**src/hw/lcdb_defs.svh**
```systemverilog
// Constants of the LCD bias and power control block.
// Assumes 8-bit special function register addresses and data.
`ifndef LCDB_DEFS_SVH
`define LCDB_DEFS_SVH

`define LCDB_ADDR_MAIN_CONFIG    8'h95
`define LCDB_ADDR_SEG_ENABLE_A   8'h97
`define LCDB_ADDR_SUPPLY_BIAS    8'h9c
`define LCDB_ADDR_SEG_POINTER    8'hac
`define LCDB_ADDR_SEG_DATA       8'hae
`define LCDB_ADDR_UPDATE_CTRL    8'hb1
`define LCDB_ADDR_SEG_ENABLE_B   8'hed
`define LCDB_ADDR_PERIPHERAL_CONFIG_CONFIG  8'hf4

`define LCDB_BIT_DISPLAY_ON      7
`define LCDB_BIT_BIAS_HALF       6
`define LCDB_BIT_SLEEP_GATE      4
`define LCDB_MUX_LSB             0
`define LCDB_MUX_MSB             1
`define LCDB_MUX_FOUR            2'h3
`define LCDB_BIT_LADDER_SELECT   6
`define LCDB_LEVEL_LSB           0
`define LCDB_LEVEL_MSB           5
`define LCDB_BIT_REF_KEEPALIVE   3
`define LCDB_BIT_FREEZE          0
`define LCDB_BIT_PTR_WRITE       7
`define LCDB_PTR_ADDR_LSB        0
`define LCDB_PTR_ADDR_MSB        3
`define LCDB_PTR_SCREEN_LSB      4
`define LCDB_PTR_SCREEN_MSB      5

`define LCDB_SEG_PINS            29
`define LCDB_FIXED_SEG_PINS      16
`define LCDB_PIN_SHARED_THREE    27
`define LCDB_PIN_SHARED_TWO      28
`define LCDB_BYTES_PER_SCREEN    15
`define LCDB_SCREENS             4
`define LCDB_RESET_BYTE          8'h00
`define LCDB_ENABLE_BITS         8
`define LCDB_ONE_THIRD           2'h1
`define LCDB_TWO_THIRDS          2'h2
`define LCDB_THIRDS              9'h003

`endif

```
**src/hw/lcdb_pkg.sv**
```systemverilog
// Types of the LCD bias and power control block.
// Assumes lcdb_defs.svh is on the include path.
`include "lcdb_defs.svh"
package lcdb_pkg;

    typedef struct packed {
        logic [7:0] mainConfig;
        logic [7:0] segEnableA;
        logic [7:0] supplyBias;
        logic [7:0] segEnableB;
        logic [7:0] periphConfig;
        logic [7:0] updateControl;
        logic [7:0] segPointer;
        logic [7:0] segData;
    } lcdb_regs_t;

    typedef struct packed {
        logic [6:0] railA;
        logic [6:0] railB;
        logic [6:0] railC;
    } lcdb_rails_t;

    typedef struct packed {
        lcdb_regs_t                    regs;
        logic [7:0]                    rdData;
        logic                          displayActive;
        logic                          pumpEnable;
        logic                          ladderSelect;
        logic                          compensationEnable;
        logic                          displayFreeze;
        logic                          sharedCommonTwo;
        logic                          sharedCommonThree;
        logic [`LCDB_SEG_PINS-1:0]     segPinEnable;
        lcdb_rails_t                   rails;
    } lcdb_state_t;

endpackage

```
**src/hw/lcdb_seg_mem.sv**
```systemverilog
// Segment data memory: four screens of fifteen bytes in flip-flops.
// Assumes one write or one read request per cycle from the owner.
`timescale 1ns/1ps
`include "lcdb_defs.svh"
module lcdb_seg_mem #(
    parameter int SCREENS = `LCDB_SCREENS,
    parameter int BYTES   = `LCDB_BYTES_PER_SCREEN
) (
    input  wire logic       clock,
    input  wire logic       rst,
    input  wire logic       writeEn,
    input  wire logic [1:0] screen,
    input  wire logic [3:0] addr,
    input  wire logic [7:0] writeData,
    output logic      [7:0] readData
);

    logic [SCREENS*BYTES-1:0][7:0] mem_reg;
    logic [SCREENS*BYTES-1:0][7:0] mem_next;
    logic                          inRange;
    logic [7:0]                    index;

    always_comb
    begin
        inRange  = 32'(addr) < BYTES;
        index    = 8'(32'(screen) * BYTES + 32'(addr));
        mem_next = mem_reg;
        if (writeEn && inRange)
        begin
            mem_next[index] = writeData;
        end
        readData = inRange ? mem_reg[index] : `LCDB_RESET_BYTE;
    end

    always_ff @(posedge clock)
    begin
        if (rst)
        begin
            mem_reg <= '0;
        end
        else
        begin
            mem_reg <= mem_next;
        end
    end

endmodule

```
**src/hw/lcdb_power_ctrl.sv**
```systemverilog
// LCD waveform supply selection, bias rails, power gating and segment
// memory access through special function registers.
// Assumes a one-cycle register port from the controller core and a power
// manager that reports the deepest power-saving mode as a level.
`timescale 1ns/1ps
`include "lcdb_defs.svh"
module lcdb_power_ctrl #(
    parameter logic [6:0] REF_CODE = 7'h10
) (
    input  wire logic                       clock,
    input  wire logic                       rst,
    input  wire logic [7:0]                 sfrAddr,
    input  wire logic [7:0]                 sfrWrData,
    input  wire logic                       sfrWrite,
    input  wire logic                       sfrRead,
    input  wire logic                       deepestPowerSave,
    output logic      [7:0]                 sfrRdData,
    output logic                            displayActive,
    output logic                            pumpEnable,
    output logic                            ladderSelect,
    output logic                            compensationEnable,
    output logic                            displayFreeze,
    output logic                            sharedCommonTwo,
    output logic                            sharedCommonThree,
    output logic      [`LCDB_SEG_PINS-1:0]  segPinEnable,
    output lcdb_pkg::lcdb_rails_t           biasRails
);

    lcdb_pkg::lcdb_state_t s_reg;
    lcdb_pkg::lcdb_state_t s_next;
    logic                  memWrite;
    logic [7:0]            memReadData;
    logic                  displayOn;
    logic                  deepGate;
    logic                  refKeep;
    logic                  fourCommons;
    logic                  displayNow;
    logic [5:0]            contrastLevel;
    logic [6:0]            railSum;

    function automatic logic hit(input logic [7:0] a, input logic [7:0] r);
        hit = (a == r);
    endfunction

    function automatic logic ptr_stores(input logic [7:0] ptrByte);
        ptr_stores = ptrByte[`LCDB_BIT_PTR_WRITE];
    endfunction

    // Scales a rail code by a number of thirds, multiplying first.
    function automatic logic [6:0] thirds(input logic [6:0] code,
                                          input logic [1:0] parts);
        logic [8:0] scaled;
        scaled = 9'(code) * 9'(parts);
        thirds = 7'(scaled / `LCDB_THIRDS);
    endfunction

    // Low pins are always segments; the rest follow the enable registers.
    function automatic logic seg_enabled(input int         pin,
                                         input logic [7:0] enA,
                                         input logic [7:0] enB);
        if (pin < `LCDB_FIXED_SEG_PINS)
        begin
            seg_enabled = 1'b1;
        end
        else if (pin < `LCDB_FIXED_SEG_PINS + `LCDB_ENABLE_BITS)
        begin
            seg_enabled = enB[3'(pin - `LCDB_FIXED_SEG_PINS)];
        end
        else
        begin
            seg_enabled = enA[3'(pin - `LCDB_FIXED_SEG_PINS
                                 - `LCDB_ENABLE_BITS)];
        end
    endfunction

    lcdb_seg_mem u_mem (
        .clock     (clock),
        .rst       (rst),
        .writeEn   (memWrite),
        .screen    (sfrWrData[`LCDB_PTR_SCREEN_MSB:`LCDB_PTR_SCREEN_LSB]),
        .addr      (sfrWrData[`LCDB_PTR_ADDR_MSB:`LCDB_PTR_ADDR_LSB]),
        .writeData (s_reg.regs.segData),
        .readData  (memReadData)
    );

    always_comb
    begin
        s_next   = s_reg;
        memWrite = sfrWrite && hit(sfrAddr, `LCDB_ADDR_SEG_POINTER)
                   && ptr_stores(sfrWrData);
        if (sfrWrite)
        begin
            unique case (sfrAddr)
                `LCDB_ADDR_MAIN_CONFIG:   s_next.regs.mainConfig = sfrWrData;
                `LCDB_ADDR_SEG_ENABLE_A:  s_next.regs.segEnableA = sfrWrData;
                `LCDB_ADDR_SUPPLY_BIAS:   s_next.regs.supplyBias = sfrWrData;
                `LCDB_ADDR_SEG_ENABLE_B:  s_next.regs.segEnableB = sfrWrData;
                `LCDB_ADDR_PERIPHERAL_CONFIG_CONFIG: s_next.regs.periphConfig = sfrWrData;
                `LCDB_ADDR_UPDATE_CTRL:   s_next.regs.updateControl = sfrWrData;
                `LCDB_ADDR_SEG_DATA:      s_next.regs.segData = sfrWrData;
                `LCDB_ADDR_SEG_POINTER:
                begin
                    s_next.regs.segPointer = sfrWrData;
                    if (!ptr_stores(sfrWrData))
                    begin
                        s_next.regs.segData = memReadData;
                    end
                end
                default: ;
            endcase
        end

        s_next.rdData = `LCDB_RESET_BYTE;
        if (sfrRead)
        begin
            unique case (sfrAddr)
                `LCDB_ADDR_MAIN_CONFIG:   s_next.rdData = s_reg.regs.mainConfig;
                `LCDB_ADDR_SEG_ENABLE_A:  s_next.rdData = s_reg.regs.segEnableA;
                `LCDB_ADDR_SUPPLY_BIAS:   s_next.rdData = s_reg.regs.supplyBias;
                `LCDB_ADDR_SEG_ENABLE_B:  s_next.rdData = s_reg.regs.segEnableB;
                `LCDB_ADDR_PERIPHERAL_CONFIG_CONFIG:
                    s_next.rdData = s_reg.regs.periphConfig;
                `LCDB_ADDR_UPDATE_CTRL:
                    s_next.rdData = s_reg.regs.updateControl;
                `LCDB_ADDR_SEG_POINTER:   s_next.rdData = s_reg.regs.segPointer;
                `LCDB_ADDR_SEG_DATA:      s_next.rdData = s_reg.regs.segData;
                default:                  s_next.rdData = `LCDB_RESET_BYTE;
            endcase
        end

        displayOn     = s_reg.regs.mainConfig[`LCDB_BIT_DISPLAY_ON];
        deepGate      = s_reg.regs.mainConfig[`LCDB_BIT_SLEEP_GATE];
        refKeep       = s_reg.regs.periphConfig[`LCDB_BIT_REF_KEEPALIVE];
        fourCommons   = s_reg.regs.mainConfig[`LCDB_MUX_MSB:`LCDB_MUX_LSB]
                        == `LCDB_MUX_FOUR;
        contrastLevel = s_reg.regs.supplyBias[`LCDB_LEVEL_MSB:`LCDB_LEVEL_LSB];

        // Registers and memory never clear on display off.
        if (deepestPowerSave)
        begin
            displayNow = displayOn && !deepGate && refKeep;
        end
        else
        begin
            displayNow = displayOn;
        end
        s_next.displayActive = displayNow;

        s_next.ladderSelect =
            s_reg.regs.supplyBias[`LCDB_BIT_LADDER_SELECT];
        s_next.pumpEnable = !s_next.ladderSelect && displayNow;
        s_next.compensationEnable = s_next.pumpEnable;

        railSum = REF_CODE + 7'(contrastLevel);
        if (!s_next.pumpEnable)
        begin
            s_next.rails = '0;
        end
        else if (s_reg.regs.mainConfig[`LCDB_BIT_BIAS_HALF])
        begin
            s_next.rails.railC = railSum;
            s_next.rails.railB = railSum >> 1;
            s_next.rails.railA = railSum >> 1;
        end
        else
        begin
            s_next.rails.railC = railSum;
            s_next.rails.railB = thirds(railSum, `LCDB_TWO_THIRDS);
            s_next.rails.railA = thirds(railSum, `LCDB_ONE_THIRD);
        end

        s_next.displayFreeze =
            s_reg.regs.updateControl[`LCDB_BIT_FREEZE];

        for (int pin = 0; pin < `LCDB_SEG_PINS; pin++)
        begin
            s_next.segPinEnable[pin] = seg_enabled(pin,
                                                   s_reg.regs.segEnableA,
                                                   s_reg.regs.segEnableB);
        end
        s_next.sharedCommonTwo   = fourCommons;
        s_next.sharedCommonThree = fourCommons;
        if (fourCommons)
        begin
            s_next.segPinEnable[`LCDB_PIN_SHARED_TWO]   = 1'b0;
            s_next.segPinEnable[`LCDB_PIN_SHARED_THREE] = 1'b0;
        end
    end

    always_ff @(posedge clock)
    begin
        if (rst)
        begin
            s_reg <= '0;
        end
        else
        begin
            s_reg <= s_next;
        end
    end

    assign sfrRdData          = s_reg.rdData;
    assign displayActive      = s_reg.displayActive;
    assign pumpEnable         = s_reg.pumpEnable;
    assign ladderSelect       = s_reg.ladderSelect;
    assign compensationEnable = s_reg.compensationEnable;
    assign displayFreeze      = s_reg.displayFreeze;
    assign sharedCommonTwo    = s_reg.sharedCommonTwo;
    assign sharedCommonThree  = s_reg.sharedCommonThree;
    assign segPinEnable       = s_reg.segPinEnable;
    assign biasRails          = s_reg.rails;

endmodule

```
**config.mk**
```make
export PLATFORM = sky130hd
export DESIGN_NAME = lcdb_power_ctrl
export DESIGN_NICKNAME = d
export VERILOG_FILES = /design/src/hw/lcdb_pkg.sv /design/src/hw/lcdb_seg_mem.sv /design/src/hw/lcdb_power_ctrl.sv
export VERILOG_INCLUDE_DIRS = /design/src /design/src/hw
export SDC_FILE = /design/constraint.sdc
export NUM_CORES = 1
export LEC_CHECK = 0
export BUFFER_PORTS_ARGS = -buffer_cell sky130_fd_sc_hd__buf_2
export CAP_MARGIN = 30
export CORE_MARGIN = 5
export CORE_UTILIZATION = 60
export CTS_CLUSTER_DIAMETER = 80
export CTS_CLUSTER_SIZE = 8
export DETAILED_ROUTE_END_ITERATION = 12
export PLACE_DENSITY_LB_ADDON = 0.12
export RECOVER_POWER = 50
export SYNTH_ARGS = -nofsm -noshare
export SYNTH_HDL_FRONTEND = slang
export SYNTH_SLANG_ARGS = --single-unit
export TNS_END_PERCENT = 100
```
**constraint.sdc**
```tcl
create_clock -name clock -period 5.8 [get_ports clock]
set_input_delay 1.16 -clock clock [delete_from_list [all_inputs] [get_ports clock]]
set_output_delay 1.16 -clock clock [all_outputs]
set_load 0.01 [all_outputs]
```
-- Word-level counts from Yosys, hierarchy flattened
Cells that the tools add are included.
- flip-flop bits (word level): 602
- bits of input ports: 21
- output and inout port bits: 65
- logic and storage cells: 137
- add/sub/neg operators: 2
- multipliers: 1
- divide/modulo/power cells: 2
- magnitude comparators: 3
- eq/ne operators: 10
- muxes and demuxes: 13
- bitwise logic cells: 2
- reductions and logical operators: 22
- operators by type and width (cell ; count):
    $bwmux 480 ; 1
    $eq 8x8->1 const B ; 8
    $pmux 8 s8 ; 1
    $bmux 8 s6 ; 1
    $demux 8 s6 ; 1
    $mux 21 ; 2
    $mux 37 ; 1
    $mux 8 ; 4
    $pmux 8 s2 ; 1
    $reduce_and 2->1 ; 7
    $div 7x2->9 const B ; 1
    $div 8x2->9 const B ; 1
    $ge 8x1->1 const B ; 1
    $lt 8x7->1 const B ; 1
    $add 5x6->7 const A ; 1
    $add 6x4->7 ; 1
    $logic_and 1x1->1 ; 7
    $mul 2x4->6 const B ; 1
    $reduce_or 2->1 ; 3
    $lt 4x4->1 const B ; 1
    $reduce_and 3->1 ; 1
    $reduce_or 3->1 ; 1
    $eq 2x2->1 const B ; 1
    $logic_not 1->1 ; 2
    4 further kinds ; 5

-- Logic depth before layout (Yosys ltp)
- word-level depth: 7
- depth in mapped cells: 23
- depth with buffers taken out: 20

-- Cells and area by module
A second synthesis with hierarchy kept.
- cell total of the unflattened synthesis: 3310
- area total of the unflattened synthesis: 28115.7 um2
- modules (own cells, without submodules) (module ; instances ; cells an instance ; area each (um2) ; sequential area each (um2)):
    lcdb_seg_mem ; 1 ; 2556 ; 22058.7 ; 9609.2
    lcdb_power_ctrl ; 1 ; 754 ; 6057.1 ; 2122.0

-- Worst setup path after synthesis
No wires, ideal clock.
- path kind: input-to-reg
- start point: input port sfrWrData[1]
- end point: register u_mem.mem_reg[424] (netlist bit)
- setup time: 0.132 ns
- arrival: 4.390 ns
- data required time: 5.668 ns
- slack: 1.277 ns
- stages on the path: 12
- path buffers: 5
- path through: fa_1 > ha_1 > fa_1 > clkbuf_1 > clkbuf_1 > clkbuf_1 > nor3b_1 > clkbuf_1 > clkbuf_1 > nand2_1 > nand2_1 > a21oi_1
- word-level cells in the longest chain between the ends: 6
- elaborated cells between the ends (all ways): 9
- classes of those cells: add/sub (1); order compare (3); mux (3); reduce/logical (2)
- RTL lines (what ; RTL line ; source):
    from (decl) ; lcdb_power_ctrl.sv:13 ; input wire logic [7:0] sfrWrData,
    $add 6x4->7 ; lcdb_seg_mem.sv:26 ; index = 8'(32'(screen) * BYTES + 32'(addr));
    $ge 8x1->1 (not written as such) or $lt 8x7->1 (tied branches) ; lcdb_seg_mem.sv:30 ; mem_next[index] = writeData;
    $logic_and 1x1->1 (not written as such) ; lcdb_seg_mem.sv:30 ;
    $mux 8 (not written as such) ; lcdb_seg_mem.sv:30 ;
    $demux 8 s6 ; n/a ;
    $bwmux 480 ; lcdb_seg_mem.sv:30 ;
    to (signal assigned) ; lcdb_seg_mem.sv:43 ; mem_reg <= mem_next;
    to (decl) ; lcdb_seg_mem.sv:18 ; logic [SCREENS*BYTES-1:0][7:0] mem_reg;
Parallel ways exist; a longest one is shown, timed or not.
A chain may end at the register's enable or synchronous reset.

-- Final worst setup path
- start point: input port sfrWrData[4]
- end point: register u_mem.mem_reg[430] (netlist bit)
- word-level cells in the longest chain between the ends: 7
- elaborated cells between the ends (all ways): 8
- classes of those cells: add/sub (1); mul (1); order compare (2); mux (3); reduce/logical (1)
- RTL lines (what ; RTL line):
    $mul 2x4->6 * ; lcdb_seg_mem.sv:26
    $add 6x4->7 * ; lcdb_seg_mem.sv:26
    $ge 8x1->1 (not written as such) or $lt 8x7->1 (tied branches) ; lcdb_seg_mem.sv:30
    $logic_and 1x1->1 (not written as such) ; lcdb_seg_mem.sv:30
    $mux 8 (not written as such) ; lcdb_seg_mem.sv:30
    $demux 8 s6 * ; n/a
    $bwmux 480 * ; lcdb_seg_mem.sv:30
Mark *: on every way between the ends. The rest lies on a longest branch, timed or not.

==> impl_metrics.tcl <==
set metrics [dict create \
    outcome "complete, but fails checks" \
    violations "capacitance limit, slew limit" \
    htreeDepth 3 \
    rows 78 \
    antenna_left 0 \
    fin_crit_sh_pct 94.21 \
    vias_per_cell 6.598 \
    worstReg2RegStart "contrastLevel[4]$_SDFFE_PP0P_" \
    clock_latency_ps 600 \
    synth-adder-area-share_pct 0.8433 \
    finalClockSkew_ps 9.420 \
    globalplace.congestion 0.8955 \
    synth_cell_type_count 76 \
    crit_required_ps 6240 \
    relSlewSlack_pct -76.47 \
    cts_root_buffer "clkbuf_16" \
    first_pass_iters 6 \
    antenna_found_initial 0 \
    min_period_ps 5464 \
    fin_util_pct 65.78 \
    slew_viol_final 384 \
    synth_xor_area_share_pct 0.4170 \
    core-area_um2 45190 \
    crit_path_end_kind "flop" \
    synth_cells 3211 \
    critical_path_arrival_ps 5910 \
    drt_iter0_markers 3477 \
    min_to "u_mem.mem_reg[103]$_SDFFE_PP0P_" \
    ys_async_sr_fraction_pct 0 \
    worst-r2r-setup-slack_ps 710 \
    gr-usage-met3_pct 5.908 \
    grt_pass1_vias 22940 \
    ir_drop_v 0.0002281 \
    synth-edff-count 0 \
    finalSetupViolations 0 \
    hold_viol_final 0 \
    numCtsBuffers 83 \
    avgRoutedWirePerCell_um 21.78 \
    synth_top_area_share_pct 42.97 \
    busiest_layer "met2" \
    final_nets 3115 \
    grt_overflow_total 0 \
    r2r_cells 19 \
    synth_compound_area_share_pct 13.98 \
    fp.dieH_um 223.3 \
    layout_setup_ws_ps 335.9 \
    total_power_mw 9.239 \
    synth_warnings 0 \
    avgSynthCellArea_um2 8.502 \
    fill_cells 3666 \
    io_pins 86 \
    p_leak_nw 9.475 \
    largest_reg_flops 480 \
    cts_hold_buf 0 \
    reg2reg_to "biasRails[7]$_SDFF_PP0_" \
    cp_slowest_cell "fa_1" \
    crit_type "input port to flop" \
    drc 0 \
    totalWireLength_um 80170 \
    synth_ff_type "dfxtp_1" \
    syn_to_final_growth_pct 8.873 \
    post_cts_buffers 0 \
    design_area_um2 29720 \
    syn_area_um2 27300 \
    antenna_cells 0 \
    worst_pin_slew_ps 2647 \
    worstHoldPathCells 2 \
    clkTransAtPathRegs_ps 50 \
    crit_chain "buf_2 -> fa_1 -> ha_1 -> fa_1 -> buf_12 -> nor3b_1 -> clkbuf_2 -> nand2_1 -> nand2_1 -> a21oi_1" \
    fp.dieArea_um2 49870 \
    portBuffers 79 \
    clk_path_buf_depth 3 \
    maxCapViolations 3 \
    grt_pass1_wl_um 125900 \
    cts_resized 0 \
    place_area_um2 27740 \
    worst-path-max-fanout 38 \
    start_util_pct 60.42 \
    muxShareOfSynthArea_pct 14.05 \
    via_count 24290 \
    max_stage_delay_ps 1330 \
    clock_sinks 586 \
    drive_above_1_share_pct 11.42 \
    ys_seq_elements 586 \
    post-place-ws_ps 565.7 \
    fmax_mhz 183.0 \
    die_x_um 223.3 \
    cts_tree "yes" \
    yosys-top-cells-area "dfxtp_1, mux4_2, a21oi_1, nand3_1, nand2_1" \
    critPathLaunchType "input port" \
    yosysSeqAreaShare_pct 42.97 \
    fin_tns_setup_ps 0 \
    synth_top_family_by_area "simple AND/OR/NAND/NOR gates" \
    grt_usage_pct 30.85 \
    hp-start "u_mem.mem_reg[103]$_SDFFE_PP0P_" \
    rsz0062_at_grt "no" \
    grt_start_max_net_pins 238 \
    yosysTopAreaCell "dfxtp_1" \
    use_met1_pct 40.23 \
    hold_path_class "flop to flop" \
    synthSimpleGateAreaFrac_pct 21.27 \
    hpwl_um 48170 \
    power_density_nw_per_um2 310.8 \
    use_met2_pct 50.06 \
]
## cells in the final DEF, fill, tap and decap left out, types with 5 or more instances in the layout
master	n
a211oi_1	6
a21oi_1	517
a222oi_1	10
a22o_1	8
a22oi_1	17
a311oi_1	9
a31oi_1	17
and2_1	10
and3_1	13
buf_12	9
buf_2	18
buf_4	62
clkbuf_1	63
clkbuf_16	86
conb_1	6
dfxtp_1	578
dfxtp_2	8
ha_1	11
inv_1	15
mux2i_1	75
mux4_2	137
nand2_1	592
nand2b_1	9
nand3_1	500
nand3b_1	6
nor2_1	99
nor2_4	9
nor2b_1	15
nor3_1	16
nor3b_1	7
o211ai_1	9
o21ai_0	32
o22ai_1	5
xnor2_1	10
## power by group
group	internal (mW)	leakage (nW)	switching, mW
Clock	2.58	1.07	1.64
Combinational	0.293	3.68	0.685
Sequential	4.04	4.72	0.00251
Total	6.91	9.47	2.33
## cells by family (layout without fill, tap and decap cells)
kind of cell	after synthesis	in the layout
compound gates	681	681
xor+xnor	13	13
fa+ha+maj	16	16
buf+inv	400	265
flops	586	586
mux	212	212
other cells	1	6
simple gates	1302	1302
## stage by stage
| stage | hold slack, ps | std cells |
|---|---|---|
| finish | 448.8 | 3681 |
| floorplan | 431.9 | 3216 |
| global placement | 437.7 | 3588 |
| global route | 464.8 | 3681 |
| detailed placement | 443.1 | 3593 |
| CTS | 449.5 | 3681 |
## critical path, delay by kind of cell
family | cells | cell delay [ps]
fa+ha+maj | 3 | 2070
buf+inv | 3 | 1460
simple gates | 3 | 1070
compound gates | 1 | 80
## cell type report
type | count | area [µm²] | area share (%)
multi-input combinational | 2230 | 13950 | 46.92
clock inverter | 2 | 25.02 | 0.08419
clock buffer | 86 | 2152 | 7.240
inverter | 18 | 67.56 | 0.2273
tap | 600 | 750.7 | 2.526
sequential | 586 | 11740 | 39.50
timing repair buffer | 159 | 1041 | 3.502
## synth_stat cells, drive strengths merged, types with 6 or more instances
| library cell | n |
|---|---|
| a211oi | 6 |
| a21oi | 517 |
| a222oi | 10 |
| a22o | 8 |
| a22oi | 17 |
| a311oi | 9 |
| a31oi | 17 |
| and2 | 13 |
| and3 | 13 |
| buf | 101 |
| clkbuf | 281 |
| dfxtp | 586 |
| ha | 12 |
| inv | 15 |
| mux2i | 75 |
| mux4 | 137 |
| nand2 | 592 |
| nand2b | 9 |
| nand3 | 500 |
| nand3b | 6 |
| nor2 | 109 |
| nor2b | 16 |
| nor3 | 18 |
| nor3b | 7 |
| o211ai | 9 |
| o21ai | 36 |
| xnor2 | 10 |
## worst max path at each step
stage	start	cells past startpoint	to	slack [ps]
3_5_place_dp	sfrWrData[4]	12	s_reg[68]$_SDFFE_PP0P_	570
6_report	sfrWrData[4]	10	u_mem.mem_reg[430]$_SDFFE_PP0P_	340
2_1_floorplan	sfrWrData[1]	12	u_mem.mem_reg[424]$_SDFFE_PP0P_	1280
4_1_cts	contrastLevel[4]$_SDFFE_PP0P_	19	biasRails[7]$_SDFF_PP0_	760
5_1_grt	sfrWrData[4]	10	u_mem.mem_reg[426]$_SDFFE_PP0P_	160
3_3_place_gp	sfrWrData[4]	11	s_reg[67]$_SDFFE_PP0P_	650
## metal layers
layer	vias to the layer above	share of wire, %
met2	1337	47
met5	-	0
met1	11730	39
met4	0	4.7
met3	246	8.7
li1	10970	-
(Power assumes the default switching activity.)
